### src/rtl/codec_irq_pkg.sv
// Purpose: Constants for the codec event flags and multipurpose pin one mux
// Assumes: 100 MHz core clock, 8-bit register port
// Notes: Offsets are the page 0 register numbers in hex
package codec_irq_pkg;
	localparam logic [7:0] sticky_event_flags_addr = 8'h60;
	localparam logic [7:0] live_event_flags_addr = 8'h61;
	localparam logic [7:0] pin_one_function_control_addr = 8'h62;
	localparam logic [7:0] button_clear_addr = 8'h0e;
	localparam logic [7:0] pin_ctrl_reset = 8'h00;
	// Field positions
	localparam int short_hi = 7;
	localparam int short_lo = 4;
	localparam int button_bit = 3;
	localparam int headset_bit = 2;
	localparam int gate_left_bit = 1;
	localparam int gate_right_bit = 0;
	localparam int func_hi = 7;
	localparam int func_lo = 4;
	localparam int clk_src_bit = 3;
	localparam int pulse_form_bit = 2;
	localparam int gpi_bit = 1;
	localparam int gpo_bit = 0;
	// Function codes
	localparam logic [3:0] fn_off = 4'h0;
	localparam logic [3:0] fn_word_clk = 4'h1;
	localparam logic [3:0] fn_div1 = 4'h2;
	localparam logic [3:0] fn_div2 = 4'h3;
	localparam logic [3:0] fn_div4 = 4'h4;
	localparam logic [3:0] fn_div8 = 4'h5;
	localparam logic [3:0] fn_short = 4'h6;
	localparam logic [3:0] fn_short_b = 4'h7;
	localparam logic [3:0] fn_gp_in = 4'h8;
	localparam logic [3:0] fn_gp_out = 4'h9;
	localparam logic [3:0] fn_mod_clk = 4'ha;
	localparam logic [3:0] fn_mod_clk_b = 4'hb;
	localparam logic [3:0] fn_button = 4'hc;
	localparam logic [3:0] fn_headset = 4'hd;
	localparam logic [3:0] fn_hs_btn = 4'he;
	localparam logic [3:0] fn_all = 4'hf;
	// Timing
	localparam int clk_mhz = 100;
	localparam int pulse_us = 2000;
	localparam int pulse_cycles = pulse_us * clk_mhz;
	localparam int btn_delay_us = 500;
	localparam int btn_delay_cycles = btn_delay_us * clk_mhz;
	localparam int repeat_gap_cycles = pulse_cycles;
endpackage

### src/rtl/codec_interrupt_flags_pin_mux.sv
// Purpose: Event flag registers and multipurpose pin one function mux
// Assumes: Event sources arrive from other clock domains or the analogue side
// Notes: Register port is a simple strobed address/data port
//
// Notes on behaviour
// - Short-circuit events per driver latch in sticky bits 7..4
// - Button press sets sticky bit 3, zero until a press
// - Either edge of headset presence sets sticky bit 2
// - Noise-gate bits 1 and 0 follow power below threshold in live copy
// - Live flag register mirrors sources other than button bit 3, with the same bit layout
// - Live bit 2 is the present headset level
// - Live button bit latches, cleared only by reading register 14
// - Function field bits 7..4, code 0000 at reset disables the pin
// - Code 0001 puts the converter word clock on the pin
// - Codes 0010..0101 output clock mux divided by 1, 2, 4, 8
// - Code 0110 outputs the short-circuit interrupt
// - Code 1000 makes the pin a general-purpose input
// - Button interrupt stays high until the button is released, starting after delay
// - Code 1101 outputs headset detection interrupt
// - Code 1110 outputs headset OR button interrupt
// - Code 1111 outputs OR of headset, button, short and noise interrupts
// - Bit 3 picks loop clock or divider mux clock
// - Modulator clock code is taken as 1010 and 1011
// - Bit 2 picks single 2 ms pulse or repeats until sticky read
// - Bit 1 reads back the sampled pin level
// - Bit 0 sets the level driven as general-purpose output
`timescale 1ns/1ps
`default_nettype none
module codec_interrupt_flags_pin_mux import codec_irq_pkg::*; (
	// Clock and reset
	input wire logic clk,
	input wire logic rst,
	input wire logic ce,
	// Register port
	input wire logic reg_wr,
	input wire logic reg_rd,
	input wire logic [7:0] reg_addr,
	input wire logic [7:0] reg_wdata,
	output logic [7:0] reg_rdata,
	// Asynchronous event sources
	input wire logic left_headphone_driver_short,
	input wire logic right_headphone_driver_short,
	input wire logic left_headphone_common_driver_short,
	input wire logic right_headphone_common_driver_short,
	input wire logic button_pressed,
	input wire logic headset_present,
	input wire logic noise_gate_left,
	input wire logic noise_gate_right,
	// Clock sources, same domain as clk, as enables-free levels
	input wire logic loop_clk_level,
	input wire logic divider_clk_level,
	input wire logic word_clk_level,
	input wire logic mod_clk_level,
	// Multipurpose pin one
	input wire logic multipurpose_pin_one_in,
	output logic multipurpose_pin_one_out,
	output logic multipurpose_pin_one_oe
);
	// ********************************
	// Input synchronisers
	// ********************************
	logic [8:0] sync1, sync2, raw_in;
	assign raw_in = {multipurpose_pin_one_in, left_headphone_driver_short,
		right_headphone_driver_short, left_headphone_common_driver_short,
		right_headphone_common_driver_short, button_pressed, headset_present,
		noise_gate_left, noise_gate_right};

	always_ff @(posedge clk) begin
		if (rst) begin
			sync1 <= 9'h000;
			sync2 <= 9'h000;
		end else if (ce) begin
			sync1 <= raw_in;
			sync2 <= sync1;
		end
	end

	logic pin_level;
	logic [7:0] live_src;
	assign pin_level = sync2[8];
	assign live_src = sync2[7:0];

	// ********************************
	// Edge detection and flags
	// ********************************
	logic [7:0] prev_src, rise, sticky, next_sticky;
	logic btn_live, next_btn_live, hs_edge;
	logic rd_sticky, rd_button;

	function automatic logic reads(input logic rd, input logic [7:0] a, input logic [7:0] t);
		reads = rd && (a == t);
	endfunction

	assign rd_sticky = reads(reg_rd, reg_addr, sticky_event_flags_addr);
	assign rd_button = reads(reg_rd, reg_addr, button_clear_addr);
	assign rise = live_src & ~prev_src;
	assign hs_edge = live_src[headset_bit] ^ prev_src[headset_bit];

	always_comb begin
		next_sticky = rd_sticky ? 8'h00 : sticky;
		next_sticky[short_hi:short_lo] = next_sticky[short_hi:short_lo]
			| rise[short_hi:short_lo];
		next_sticky[button_bit] = next_sticky[button_bit] | rise[button_bit];
		next_sticky[headset_bit] = next_sticky[headset_bit] | hs_edge;
		next_sticky[gate_left_bit] = next_sticky[gate_left_bit] | rise[gate_left_bit];
		next_sticky[gate_right_bit] = next_sticky[gate_right_bit] | rise[gate_right_bit];
		next_btn_live = (rd_button ? 1'b0 : btn_live) | rise[button_bit];
	end

	always_ff @(posedge clk) begin
		if (rst) begin
			prev_src <= 8'h00;
			sticky <= 8'h00;
			btn_live <= 1'b0;
		end else if (ce) begin
			prev_src <= live_src;
			sticky <= next_sticky;
			btn_live <= next_btn_live;
		end
	end

	logic [7:0] live_flags;
	always_comb begin
		live_flags = live_src;
		live_flags[button_bit] = btn_live;
	end

	// ********************************
	// Pin control register
	// ********************************
	logic [7:0] pin_ctrl, next_pin_ctrl;
	logic [3:0] func;
	assign func = pin_ctrl[func_hi:func_lo];

	always_comb begin
		next_pin_ctrl = pin_ctrl;
		if (reg_wr && reg_addr == pin_one_function_control_addr) begin
			next_pin_ctrl = reg_wdata;
			next_pin_ctrl[gpi_bit] = 1'b0;
		end
	end

	always_ff @(posedge clk) begin
		if (rst)
			pin_ctrl <= pin_ctrl_reset;
		else if (ce)
			pin_ctrl <= next_pin_ctrl;
	end

	// ********************************
	// Register read
	// ********************************
	logic [7:0] next_rdata;
	always_comb begin
		next_rdata = reg_rdata;
		if (reg_rd) begin
			case (reg_addr)
				sticky_event_flags_addr: next_rdata = sticky;
				live_event_flags_addr: next_rdata = live_flags;
				pin_one_function_control_addr: begin
					next_rdata = pin_ctrl;
					next_rdata[gpi_bit] = pin_level;
				end
				default: next_rdata = 8'h00;
			endcase
		end
	end

	always_ff @(posedge clk) begin
		if (rst)
			reg_rdata <= 8'h00;
		else if (ce)
			reg_rdata <= next_rdata;
	end

	// ********************************
	// Clock divider
	// ********************************
	logic mux_clk, prev_mux_clk;
	logic [2:0] div_cnt, next_div_cnt;
	assign mux_clk = pin_ctrl[clk_src_bit] ? divider_clk_level : loop_clk_level;

	always_comb begin
		next_div_cnt = div_cnt;
		if (mux_clk && !prev_mux_clk)
			next_div_cnt = div_cnt + 3'h1;
	end

	always_ff @(posedge clk) begin
		if (rst) begin
			div_cnt <= 3'h0;
			prev_mux_clk <= 1'b0;
		end else if (ce) begin
			div_cnt <= next_div_cnt;
			prev_mux_clk <= mux_clk;
		end
	end

	// ********************************
	// Interrupt shaping
	// ********************************
	logic ev_short, ev_noise, ev_hs, irq_short, irq_noise, irq_hs;
	logic btn_delayed, next_btn_delayed;
	logic [31:0] btn_cnt, next_btn_cnt;
	assign ev_short = |rise[short_hi:short_lo];
	assign ev_noise = rise[gate_left_bit] | rise[gate_right_bit];
	assign ev_hs = hs_edge;

	// Button line goes high after the delay and falls one cycle after release
	always_comb begin
		next_btn_cnt = btn_cnt;
		next_btn_delayed = btn_delayed;
		if (!live_src[button_bit]) begin
			next_btn_cnt = 32'h0;
			next_btn_delayed = 1'b0;
		end else if (btn_cnt == 32'(btn_delay_cycles - 1)) begin
			next_btn_delayed = 1'b1;
		end else begin
			next_btn_cnt = btn_cnt + 32'h1;
		end
	end

	always_ff @(posedge clk) begin
		if (rst) begin
			btn_cnt <= 32'h0;
			btn_delayed <= 1'b0;
		end else if (ce) begin
			btn_cnt <= next_btn_cnt;
			btn_delayed <= next_btn_delayed;
		end
	end

	logic [2:0] shaped;
	logic [2:0] ev_vec;
	assign ev_vec = {ev_short, ev_noise, ev_hs};
	generate
		for (genvar i = 0; i < 3; i++) begin : g_shape
			pulse_shaper #(.pulse_len(pulse_cycles)) u_shape (
				.clk(clk),
				.rst(rst),
				.ce(ce),
				.event_in(ev_vec[i]),
				.repeat_mode(pin_ctrl[pulse_form_bit]),
				.stop(rd_sticky),
				.pulse_out(shaped[i])
			);
		end
	endgenerate
	assign {irq_short, irq_noise, irq_hs} = shaped;

	// ********************************
	// Pin output mux
	// ********************************
	logic next_pin_out, next_pin_oe;
	always_comb begin
		next_pin_out = 1'b0;
		next_pin_oe = 1'b1;
		case (func)
			fn_off: next_pin_oe = 1'b0;
			fn_word_clk: next_pin_out = word_clk_level;
			fn_div1: next_pin_out = mux_clk;
			fn_div2: next_pin_out = div_cnt[0];
			fn_div4: next_pin_out = div_cnt[1];
			fn_div8: next_pin_out = div_cnt[2];
			fn_short, fn_short_b: next_pin_out = irq_short;
			fn_gp_in: next_pin_oe = 1'b0;
			fn_gp_out: next_pin_out = pin_ctrl[gpo_bit];
			fn_mod_clk, fn_mod_clk_b: next_pin_out = mod_clk_level;
			fn_button: next_pin_out = btn_delayed;
			fn_headset: next_pin_out = irq_hs;
			fn_hs_btn: next_pin_out = irq_hs | btn_delayed;
			fn_all: next_pin_out = irq_hs | btn_delayed | irq_short | irq_noise;
			default: next_pin_oe = 1'b0;
		endcase
	end

	always_ff @(posedge clk) begin
		if (rst) begin
			multipurpose_pin_one_out <= 1'b0;
			multipurpose_pin_one_oe <= 1'b0;
		end else if (ce) begin
			multipurpose_pin_one_out <= next_pin_out;
			multipurpose_pin_one_oe <= next_pin_oe;
		end
	end

	// ********************************
	// Checks
	// ********************************
	property p_short_latch;
		@(posedge clk) disable iff (rst)
		(ce && rise[short_hi]) |=> sticky[short_hi];
	endproperty
	a_short_latch: assert property (p_short_latch) else $error("short flag not latched");

	property p_button_set;
		@(posedge clk) disable iff (rst)
		(ce && rise[button_bit]) |=> (sticky[button_bit] && btn_live);
	endproperty
	a_button_set: assert property (p_button_set) else $error("button flag not set");

	property p_headset_edge;
		@(posedge clk) disable iff (rst)
		(ce && $fell(live_src[headset_bit])) |=> sticky[headset_bit];
	endproperty
	a_headset_edge: assert property (p_headset_edge) else $error("removal not flagged");

	property p_sticky_clear;
		@(posedge clk) disable iff (rst)
		(ce && rd_sticky && rise == 8'h00 && !hs_edge) |=> (sticky == 8'h00);
	endproperty
	a_sticky_clear: assert property (p_sticky_clear) else $error("read did not clear");

	property p_btn_hold;
		@(posedge clk) disable iff (rst)
		(ce && btn_live && !rd_button) |=> btn_live;
	endproperty
	a_btn_hold: assert property (p_btn_hold) else $error("live button dropped");

	property p_disabled;
		@(posedge clk) disable iff (rst)
		(ce && func == fn_off) |=> !multipurpose_pin_one_oe;
	endproperty
	a_disabled: assert property (p_disabled) else $error("pin driven while off");

	property p_gpo;
		@(posedge clk) disable iff (rst)
		(ce && func == fn_gp_out) |=> (multipurpose_pin_one_out == $past(pin_ctrl[gpo_bit]));
	endproperty
	a_gpo: assert property (p_gpo) else $error("output level wrong");

	property p_all_or;
		@(posedge clk) disable iff (rst)
		(ce && func == fn_all && irq_short) |=> multipurpose_pin_one_out;
	endproperty
	a_all_or: assert property (p_all_or) else $error("combined irq missing");
endmodule
`default_nettype wire

### src/rtl/pulse_shaper.sv
// Purpose: Turns an event into a single or repeating interrupt pulse
// Assumes: Event is a one-cycle pulse on clk
// Notes: Repeat mode runs until the sticky flags are read
`timescale 1ns/1ps
`default_nettype none
module pulse_shaper import codec_irq_pkg::*; #(
	parameter int pulse_len = pulse_cycles
) (
	// Clock and reset
	input wire logic clk,
	input wire logic rst,
	input wire logic ce,
	// Control
	input wire logic event_in,
	input wire logic repeat_mode,
	input wire logic stop,
	// Result
	output logic pulse_out
);
	typedef enum logic [1:0] {idle, high, low} shape_e;
	shape_e state, next_state;
	logic [31:0] count, next_count;

	always_comb begin
		next_state = state;
		next_count = count;
		case (state)
			idle: begin
				if (event_in) begin
					next_state = high;
					next_count = 32'(pulse_len - 1);
				end
			end
			high: begin
				if (count == 32'h0) begin
					next_state = repeat_mode ? low : idle;
					next_count = 32'(pulse_len - 1);
				end else begin
					next_count = count - 32'h1;
				end
			end
			low: begin
				if (count == 32'h0) begin
					next_state = high;
					next_count = 32'(pulse_len - 1);
				end else begin
					next_count = count - 32'h1;
				end
			end
			default: next_state = idle;
		endcase
		if (stop && !event_in && state != idle && repeat_mode)
			next_state = idle;
	end

	always_ff @(posedge clk) begin
		if (rst) begin
			state <= idle;
			count <= 32'h0;
		end else if (ce) begin
			state <= next_state;
			count <= next_count;
		end
	end

	assign pulse_out = (state == high);

	property p_pulse_starts;
		@(posedge clk) disable iff (rst)
		(ce && state == idle && event_in) |=> pulse_out;
	endproperty
	a_pulse_starts: assert property (p_pulse_starts) else $error("pulse did not start");

	property p_single_ends;
		@(posedge clk) disable iff (rst)
		(ce && state == high && count == 32'h0 && !repeat_mode && !event_in) |=> !pulse_out;
	endproperty
	a_single_ends: assert property (p_single_ends) else $error("single pulse overran");
endmodule
`default_nettype wire

### config.mk
export PLATFORM = sky130hd
export DESIGN_NAME = codec_interrupt_flags_pin_mux
export DESIGN_NICKNAME = d
export VERILOG_FILES = /design/src/rtl/codec_irq_pkg.sv /design/src/rtl/codec_interrupt_flags_pin_mux.sv /design/src/rtl/pulse_shaper.sv
export SDC_FILE = /design/constraint.sdc
export NUM_CORES = 1
export LEC_CHECK = 0
export BUFFER_PORTS_ARGS = -buffer_cell sky130_fd_sc_hd__buf_2
export CAP_MARGIN = 20
export CORE_MARGIN = 2
export CORE_UTILIZATION = 30
export CTS_CLUSTER_DIAMETER = 40
export DETAILED_ROUTE_END_ITERATION = 12
export REMOVE_ABC_BUFFERS = 1
export SYNTH_ARGS = -nofsm -noshare
export SYNTH_HDL_FRONTEND = slang
export SYNTH_HIERARCHICAL = 1
export SYNTH_SLANG_ARGS = --single-unit
### constraint.sdc
create_clock -name clk -period 2.4 [get_ports clk]
set_clock_uncertainty 0.1 [all_clocks]
set_input_delay 0.6 -clock clk [delete_from_list [all_inputs] [get_ports clk]]
set_output_delay 0.6 -clock clk [all_outputs]
set_load 0.005 [all_outputs]
# After elaboration in Yosys (flattened, before gate mapping)
# Cells that the tools add are included.
dict set report totals {
  wordCells 160
  regBits 191
}
dict set report op_classes {
  n_addsub 5
  n_eq_ne 40
  muxes 35
  n_bitwise 13
  reduce_logical 48
}
# op n
set op_table {}
lappend op_table {{$mux 32} 8}
lappend op_table {{$pmux 32 s2} 3}
lappend op_table {{$logic_not 32->1} 3}
lappend op_table {{$sub 32x1->32 const B} 3}
lappend op_table {{$add 32x1->32 const B} 1}
lappend op_table {{$eq 32x16->1 const B} 1}
lappend op_table {{$eq 4x4->1 const B} 8}
lappend op_table {{$ne 3x1->1 const B} 9}
lappend op_table {{$mux 2} 13}
lappend op_table {{$eq 8x7->1 const B} 3}
lappend op_table {{$pmux 8 s3} 1}
lappend op_table {{$pmux 2 s3} 3}
lappend op_table {{$eq 4x3->1 const B} 4}
lappend op_table {{$logic_and 1x1->1} 13}
lappend op_table {{$pmux 1 s12} 1}
lappend op_table {{$reduce_and 4->1} 3}
lappend op_table {{$reduce_bool 2->1} 6}
lappend op_table {{$reduce_or 2->1} 6}
lappend op_table {{$reduce_and 2->1} 5}
lappend op_table {{$or 1x1->1} 9}
lappend op_table {{$reduce_and 3->1} 3}
lappend op_table {{$and 8x8->8} 1}
lappend op_table {{$eq 4x2->1 const B} 2}
lappend op_table {{$eq 8x4->1 const B} 1}
lappend op_table {{other kinds (15)} 31}

# Logic depth before layout (Yosys ltp)
dict set report logic_depth {
  depth_word 9
  mapped_depth 8
  ltp_nobuf 7
}

# Cells and area by module
# Netlist, hierarchy kept.
# mod seq_area_each_um2 area_per_inst_um2 cells_per_inst instances
set modules_own_cells {}
lappend modules_own_cells {pulse_shaper 680.7 1839.3 218 3}
lappend modules_own_cells {codec_interrupt_flags_pin_mux 1781.7 4088.9 456 1}

# Least setup slack after synthesis
# OpenSTA, ideal clock, no wires.
dict set report synth_timing {
  kind {input -> register}
  from {input port reg_addr[4]}
  to {register g_shape[0].u_shape.state[0]}
  slack_ps -116
  t_required_ps 2177
  arrival_ps 2293
  cell_stages 7
  n_path_buf 0
  setup_ps 123
  path_cell_list {nor2_1 nand4_1 nor4b_1 nand3_1 o22ai_1 o21ai_1 mux2_1}
}
dict set report synth_between {
  elab_chain_cells 7
  word_cells_on_any_way 10
  cone_classes {eq/ne (4); mux (1); reduce/logical (5)}
}
# element line
set synth_lines {}
lappend synth_lines {{from (decl)} codec_interrupt_flags_pin_mux.sv:37} ;# input wire logic [7:0] reg_addr,
lappend synth_lines {{$eq 8x7->1 (*)} codec_interrupt_flags_pin_mux.sv:91} ;# reads = rd && (a == t);
lappend synth_lines {{$logic_and 1x1->1 (*)} codec_interrupt_flags_pin_mux.sv:91}
lappend synth_lines {{net rd_sticky} codec_interrupt_flags_pin_mux.sv:88} ;# logic rd_sticky, rd_button;
lappend synth_lines {{$logic_and 1x1->1 (*) (3 in a row)} pulse_shaper.sv:52} ;# if (stop && !event_in && state != idle && repeat_mode)
lappend synth_lines {{$ne 3x1->1 (no source line)} --}
lappend synth_lines {{$reduce_and 4->1 (no source line)} --}
lappend synth_lines {{to (signal assigned)} pulse_shaper.sv:58} ;# state <= idle;
lappend synth_lines {{to (signal assigned)} pulse_shaper.sv:61} ;# state <= next_state;
lappend synth_lines {{to (decl)} pulse_shaper.sv:21} ;# shape_e state, next_state;
# Mark *: on every way through the listed nets, which the timed path passes. The rest lies on a longest branch.
# A chain may end at the register's enable or synchronous reset.

# Worst setup path after layout
dict set report layout_timing {
  from {register g_shape[2].u_shape.count[27]}
  to {register g_shape[2].u_shape.state[0]}
}
dict set report layout_between {
  elab_chain_cells 3
  word_cells_on_any_way 4
  cone_classes {eq/ne (2); reduce/logical (2)}
}
# element line
set layout_lines {}
lappend layout_lines {{from (decl)} pulse_shaper.sv:22} ;# logic [31:0] count, next_count;
lappend layout_lines {{from (signal assigned)} pulse_shaper.sv:62} ;# count <= next_count;
lappend layout_lines {{$logic_not 32->1 (*)} {pulse_shaper.sv:35, pulse_shaper.sv:43}}
lappend layout_lines {{$ne 3x1->1 (no source line)} --}
lappend layout_lines {{$reduce_and 4->1 (no source line) (*)} --}
lappend layout_lines {{to (signal assigned)} pulse_shaper.sv:58}
lappend layout_lines {{to (signal assigned)} pulse_shaper.sv:61}
lappend layout_lines {{to (decl)} pulse_shaper.sv:21}
# Mark *: on every way between the ends. The rest lies on a longest branch, timed or not.

==> out/results.txt <==
Yosys mapped a number of flops with a built-in enable equal to 0. The proportion of power drawn by combinational gates is 0.230, and the register-to-register path setup slack is 90 ps. The routing usage on met3 is 0.0226, and the number of top-level pins is 44. Leaving out fill and tap cells, the most frequent cell in the layout is sky130_fd_sc_hd__dfxtp_1. The slew at the pin closest to its max-slew limit came out at 549 ps.

In the layout the commonest cells are 189 x sky130_fd_sc_hd__dfxtp_1, 152 x sky130_fd_sc_hd__nor2_1, 78 x sky130_fd_sc_hd__buf_4. The worst setup path is launched from a flip-flop. After routing, the total negative slack on setup checks comes to 0 ps. The total of buffers placed on input and output ports was 42. HPWL after detailed placement: 16,600 um.

Across the VDD grid, the largest voltage drop is 436 uV. From synthesis to final layout, the design area changed by 17.4%. The number of clock sinks seen by CTS came out at 191. For this run, design rule violations remaining after detail routing come to 0. The number of library cell types mapped by synthesis is 70, and the sequential cell fraction of total power is 0.426. In this run the critical register-to-register path is launched from g_shape[2].u_shape/count[27]$_SDFFE_PP0P_.

The worst register-to-register path ends at g_shape[2].u_shape/state[0]$_SDFFE_PP0P_. The cell area power density was 712 nW/um^2; the switching share of total power was 0.311. The repair_antennas step left the layout with diodes totalling 0.

The critical path data required time is 2610 ps, and the starting utilization of the core area is 0.304. The tools report the clock tree root buffer cell as sky130_fd_sc_hd__clkbuf_16. The via count of the first global-routing pass is 8,020, and the clock transition time at the flip-flop clock pins of the worst setup and hold paths is 70 ps. The met1 routing resource usage after global routing is 0.192. The largest single stage delay on the critical path is 580 ps. For the max capacitance violation total, the log shows 0. The arrival time at the worst endpoint is 2530 ps, and the number of cells on the worst hold path is 3.

The initial antenna violation count is 0, and the share of the clock period used by the worst path is 0.963. The run gives 4 as the H-tree level count. The global-route total usage across every layer was 0.142.

The analysis attributes to cell leakage a power of 4.26 nW. The first global-routing pass estimated 39,600 um of wire. The tools report the number of endpoints with negative hold slack in the final report as 0. The number of nets at the end of the flow is 1,251. Of all nets on the critical path, the largest fanout is 6. TritonCTS built the clock tree. The signal on the critical path passes through or4_4 -> or3_2 -> nor4_4 -> o21ai_1 -> mux2_1. The tools report the met2 layer usage reported by global route as 0.239. The number of cells on the worst reg-to-reg path came out at 5.

Summing every instance area after synthesis gives 9610 sq um. The global-route layer with the greatest usage is met2. The tightest slew margin relative to the limit is 0.632.

The tools report the number of buffers added by the clock tree synthesis step as 17. The worst path in the final design needs a cycle of 2310 ps, including I/O delays and setup. Setup repair after global routing left no endpoint under its margin. On the final layout, the worst hold slack is 299 ps. The pre-CTS setup slack was -226 ps. The logs give 23,200 um for the sum of routed wire length over all layers and 5 for the total iterations of the first detailed-routing run. The sum of overflow across all layers after global routing is 0, and the die width is 183 um. The share of layout cells above drive strength 1 was 0.174; the maximum number of pins on one net before global-route repair was 27.

Final routed wire length divided by cell count: 14.4 um. Across all layers, the routed design uses 8,321 vias. Once routing completed, OpenROAD measured the worst setup slack at 88.0 ps. The run gives 65 as the number of core rows. The Yosys step of the flow raised 6 warnings. Grouping stages by cell kind, the critical path spends the most delay in simple AND/OR/NAND/NOR gates. The tools report the origin of the worst min-delay path as left_headphone_driver_short.

The max-slew violation count was 0; the fraction of synthesis flops using an asynchronous set or reset pin was 0. The proportion of synthesized chip area in sequential cells came out at 0.398. The min-delay analysis places its worst path in the category primary input to flip-flop. The clock passes through at most 2 buffers. The initial detailed-routing violation count is 456, and the average vias per placed instance is 5.16.

In this run the standard cell core region covers 31,600 sq um. The post-synthesis area per instance came out at 8.65 sq um. The tools report the cell-internal power as 5.54 mW. The maximum achievable frequency is 433 MHz. The slowest stage of the critical path belongs to the cell sky130_fd_sc_hd__or4_4.

STA classifies the critical path endpoint as a flip-flop. From bottom edge to top edge, the die measures 183 um. For this run, the leading register cell type out of synthesis is sky130_fd_sc_hd__dfxtp_1. The count of nets left with antenna violations once routing finished came out at 0. The tools report the part of the power in the clock network as 0.344.

The logs give 0 for the final number of setup-violating endpoints and 0.803 for the global placer's final weighted congestion. Filler-free cell count of the finished design: 1,614. The number of instances in the placed design is 1,580. The area of the die was 33,500 sq um. The worst path buffer plus inverter count came out at 0. The later pin in the worst-skew pair is clocked with a latency of 440 ps. The cell count after synthesis came out at 1,110.

The synthesized flop and latch total works out to 191. The flow ran to the end, and the final reports show no timing, DRC or antenna violations. In this run, post-CTS hold repair placed 0 buffers.

For this design the total switching power over the nets is 2.50 mW. The worst hold path terminates at sync1[7]$_SDFFE_PP0P_. The setup path with the least slack is of type flip-flop to flip-flop.
-- cell usage after synthesis, types with 5 or more instances --
master	count	area share
sky130_fd_sc_hd__a21oi_1	58	0.030
sky130_fd_sc_hd__a22oi_1	9	0.0070
sky130_fd_sc_hd__a2bb2oi_1	7	0.0064
sky130_fd_sc_hd__a31oi_1	13	0.0085
sky130_fd_sc_hd__and2_1	14	0.0091
sky130_fd_sc_hd__and4_1	9	0.0082
sky130_fd_sc_hd__buf_2	7	0.0036
sky130_fd_sc_hd__clkbuf_1	28	0.011
sky130_fd_sc_hd__dfxtp_1	191	0.40
sky130_fd_sc_hd__ha_1	17	0.022
sky130_fd_sc_hd__inv_1	32	0.013
sky130_fd_sc_hd__mux2i_1	47	0.049
sky130_fd_sc_hd__nand2_1	56	0.022
sky130_fd_sc_hd__nand2b_1	13	0.0085
sky130_fd_sc_hd__nand3_1	31	0.016
sky130_fd_sc_hd__nand4_1	36	0.023
sky130_fd_sc_hd__nor2_1	152	0.059
sky130_fd_sc_hd__nor2b_1	8	0.0052
sky130_fd_sc_hd__nor3_1	53	0.028
sky130_fd_sc_hd__nor4_1	33	0.021
sky130_fd_sc_hd__nor4_4	6	0.013
sky130_fd_sc_hd__o21a_1	5	0.0039
sky130_fd_sc_hd__o21ai_0	37	0.019
sky130_fd_sc_hd__o21ai_1	14	0.0073
sky130_fd_sc_hd__o31ai_1	12	0.0094
sky130_fd_sc_hd__or3_1	24	0.016
sky130_fd_sc_hd__or3_2	6	0.0047
sky130_fd_sc_hd__or4_1	16	0.013
sky130_fd_sc_hd__or4_4	6	0.0070
sky130_fd_sc_hd__xnor2_1	50	0.046
sky130_fd_sc_hd__xor2_1	29	0.026
-- state kept, by name (all words and copies together), names as in the netlist, 3 cells and up --
name / flops
sync2: 9
sync1: 9
div_cnt: 3
reg_rdata: 8
g_shape.u_shape/state: 6
btn_cnt: 32
pin_ctrl: 7
sticky: 8
prev_src: 8
g_shape.u_shape/count: 96
-- repair_timing --
item,4_1_cts,5_1_grt
resized for setup,0,13
setup endpoints to repair,0,40
setup buffers,0,3
-- per-layer routing --
metal / vias to the layer above / share of wire
li1: 4210 / -
met1: 3998 / 0.49
met2: 96 / 0.47
met3: 17 / 0.026
met4: 0 / 0.0091
met5: - / 0
-- layout make-up --
type / instances / area [sq um]
timing repair buffer: 118 / 786
inverter: 33 / 124
tap: 402 / 503
fill: 3265 / 20300
multi-input combinational: 839 / 5480
sequential: 191 / 3830
clock inverter: 13 / 130
clock buffer: 18 / 429
-- power groups by stage --
stage	registers, mW	clock network [mW]	logic [mW]
after floorplan	3.47	0	1.16
after global placement	3.49	0	1.80
after detailed placement	3.50	0	1.81
after CTS	3.42	2.85	1.82
after global routing	3.45	2.97	2.05
final	3.43	2.76	1.85
-- worst max path at each step --
stage,startpoint,depth (start not counted),slack (ps),end
2_1_floorplan,sync2[2]$_SDFFE_PP0P_,6,-360,g_shape[0].u_shape/count[29]$_SDFFE_PP0P_
3_3_place_gp,reg_addr[4],9,-140,g_shape[2].u_shape/state[0]$_SDFFE_PP0P_
3_5_place_dp,reg_addr[4],9,-230,g_shape[2].u_shape/state[0]$_SDFFE_PP0P_
4_1_cts,g_shape[0].u_shape/state[1]$_SDFFE_PP0P_,7,60,g_shape[0].u_shape/count[31]$_SDFFE_PP0P_
5_1_grt,g_shape[0].u_shape/count[13]$_SDFFE_PP0P_,6,10,g_shape[0].u_shape/count[31]$_SDFFE_PP0P_
6_report,g_shape[2].u_shape/count[27]$_SDFFE_PP0P_,5,90,g_shape[2].u_shape/state[0]$_SDFFE_PP0P_
-- metrics by stage --
stage / total power [mW] / utilization / cell area, sq um
after global placement: 5.29 / 0.338 / 10700
final: 8.04 / 0.357 / 11300
after floorplan: 4.63 / - / 9380
after detailed placement: 5.31 / 0.338 / 10700
after CTS: 8.09 / 0.355 / 11200
after global routing: 8.47 / 0.357 / 11300
-- tightest hold or removal path, cell delays in order --
cell and delay [ps]:
sky130_fd_sc_hd__buf_2 80, sky130_fd_sc_hd__mux2i_1 50, sky130_fd_sc_hd__nor2_1 70
-- cell families after synthesis --
group,after synthesis,share of synthesized area
compound gates,198,0.132
xor+xnor,79,0.0720
fa+ha+maj,17,0.0221
buf+inv,80,0.0369
flops,191,0.398
mux,54,0.0572
simple gates,491,0.282
No activity file was read; power rests on OpenSTA's default activity.
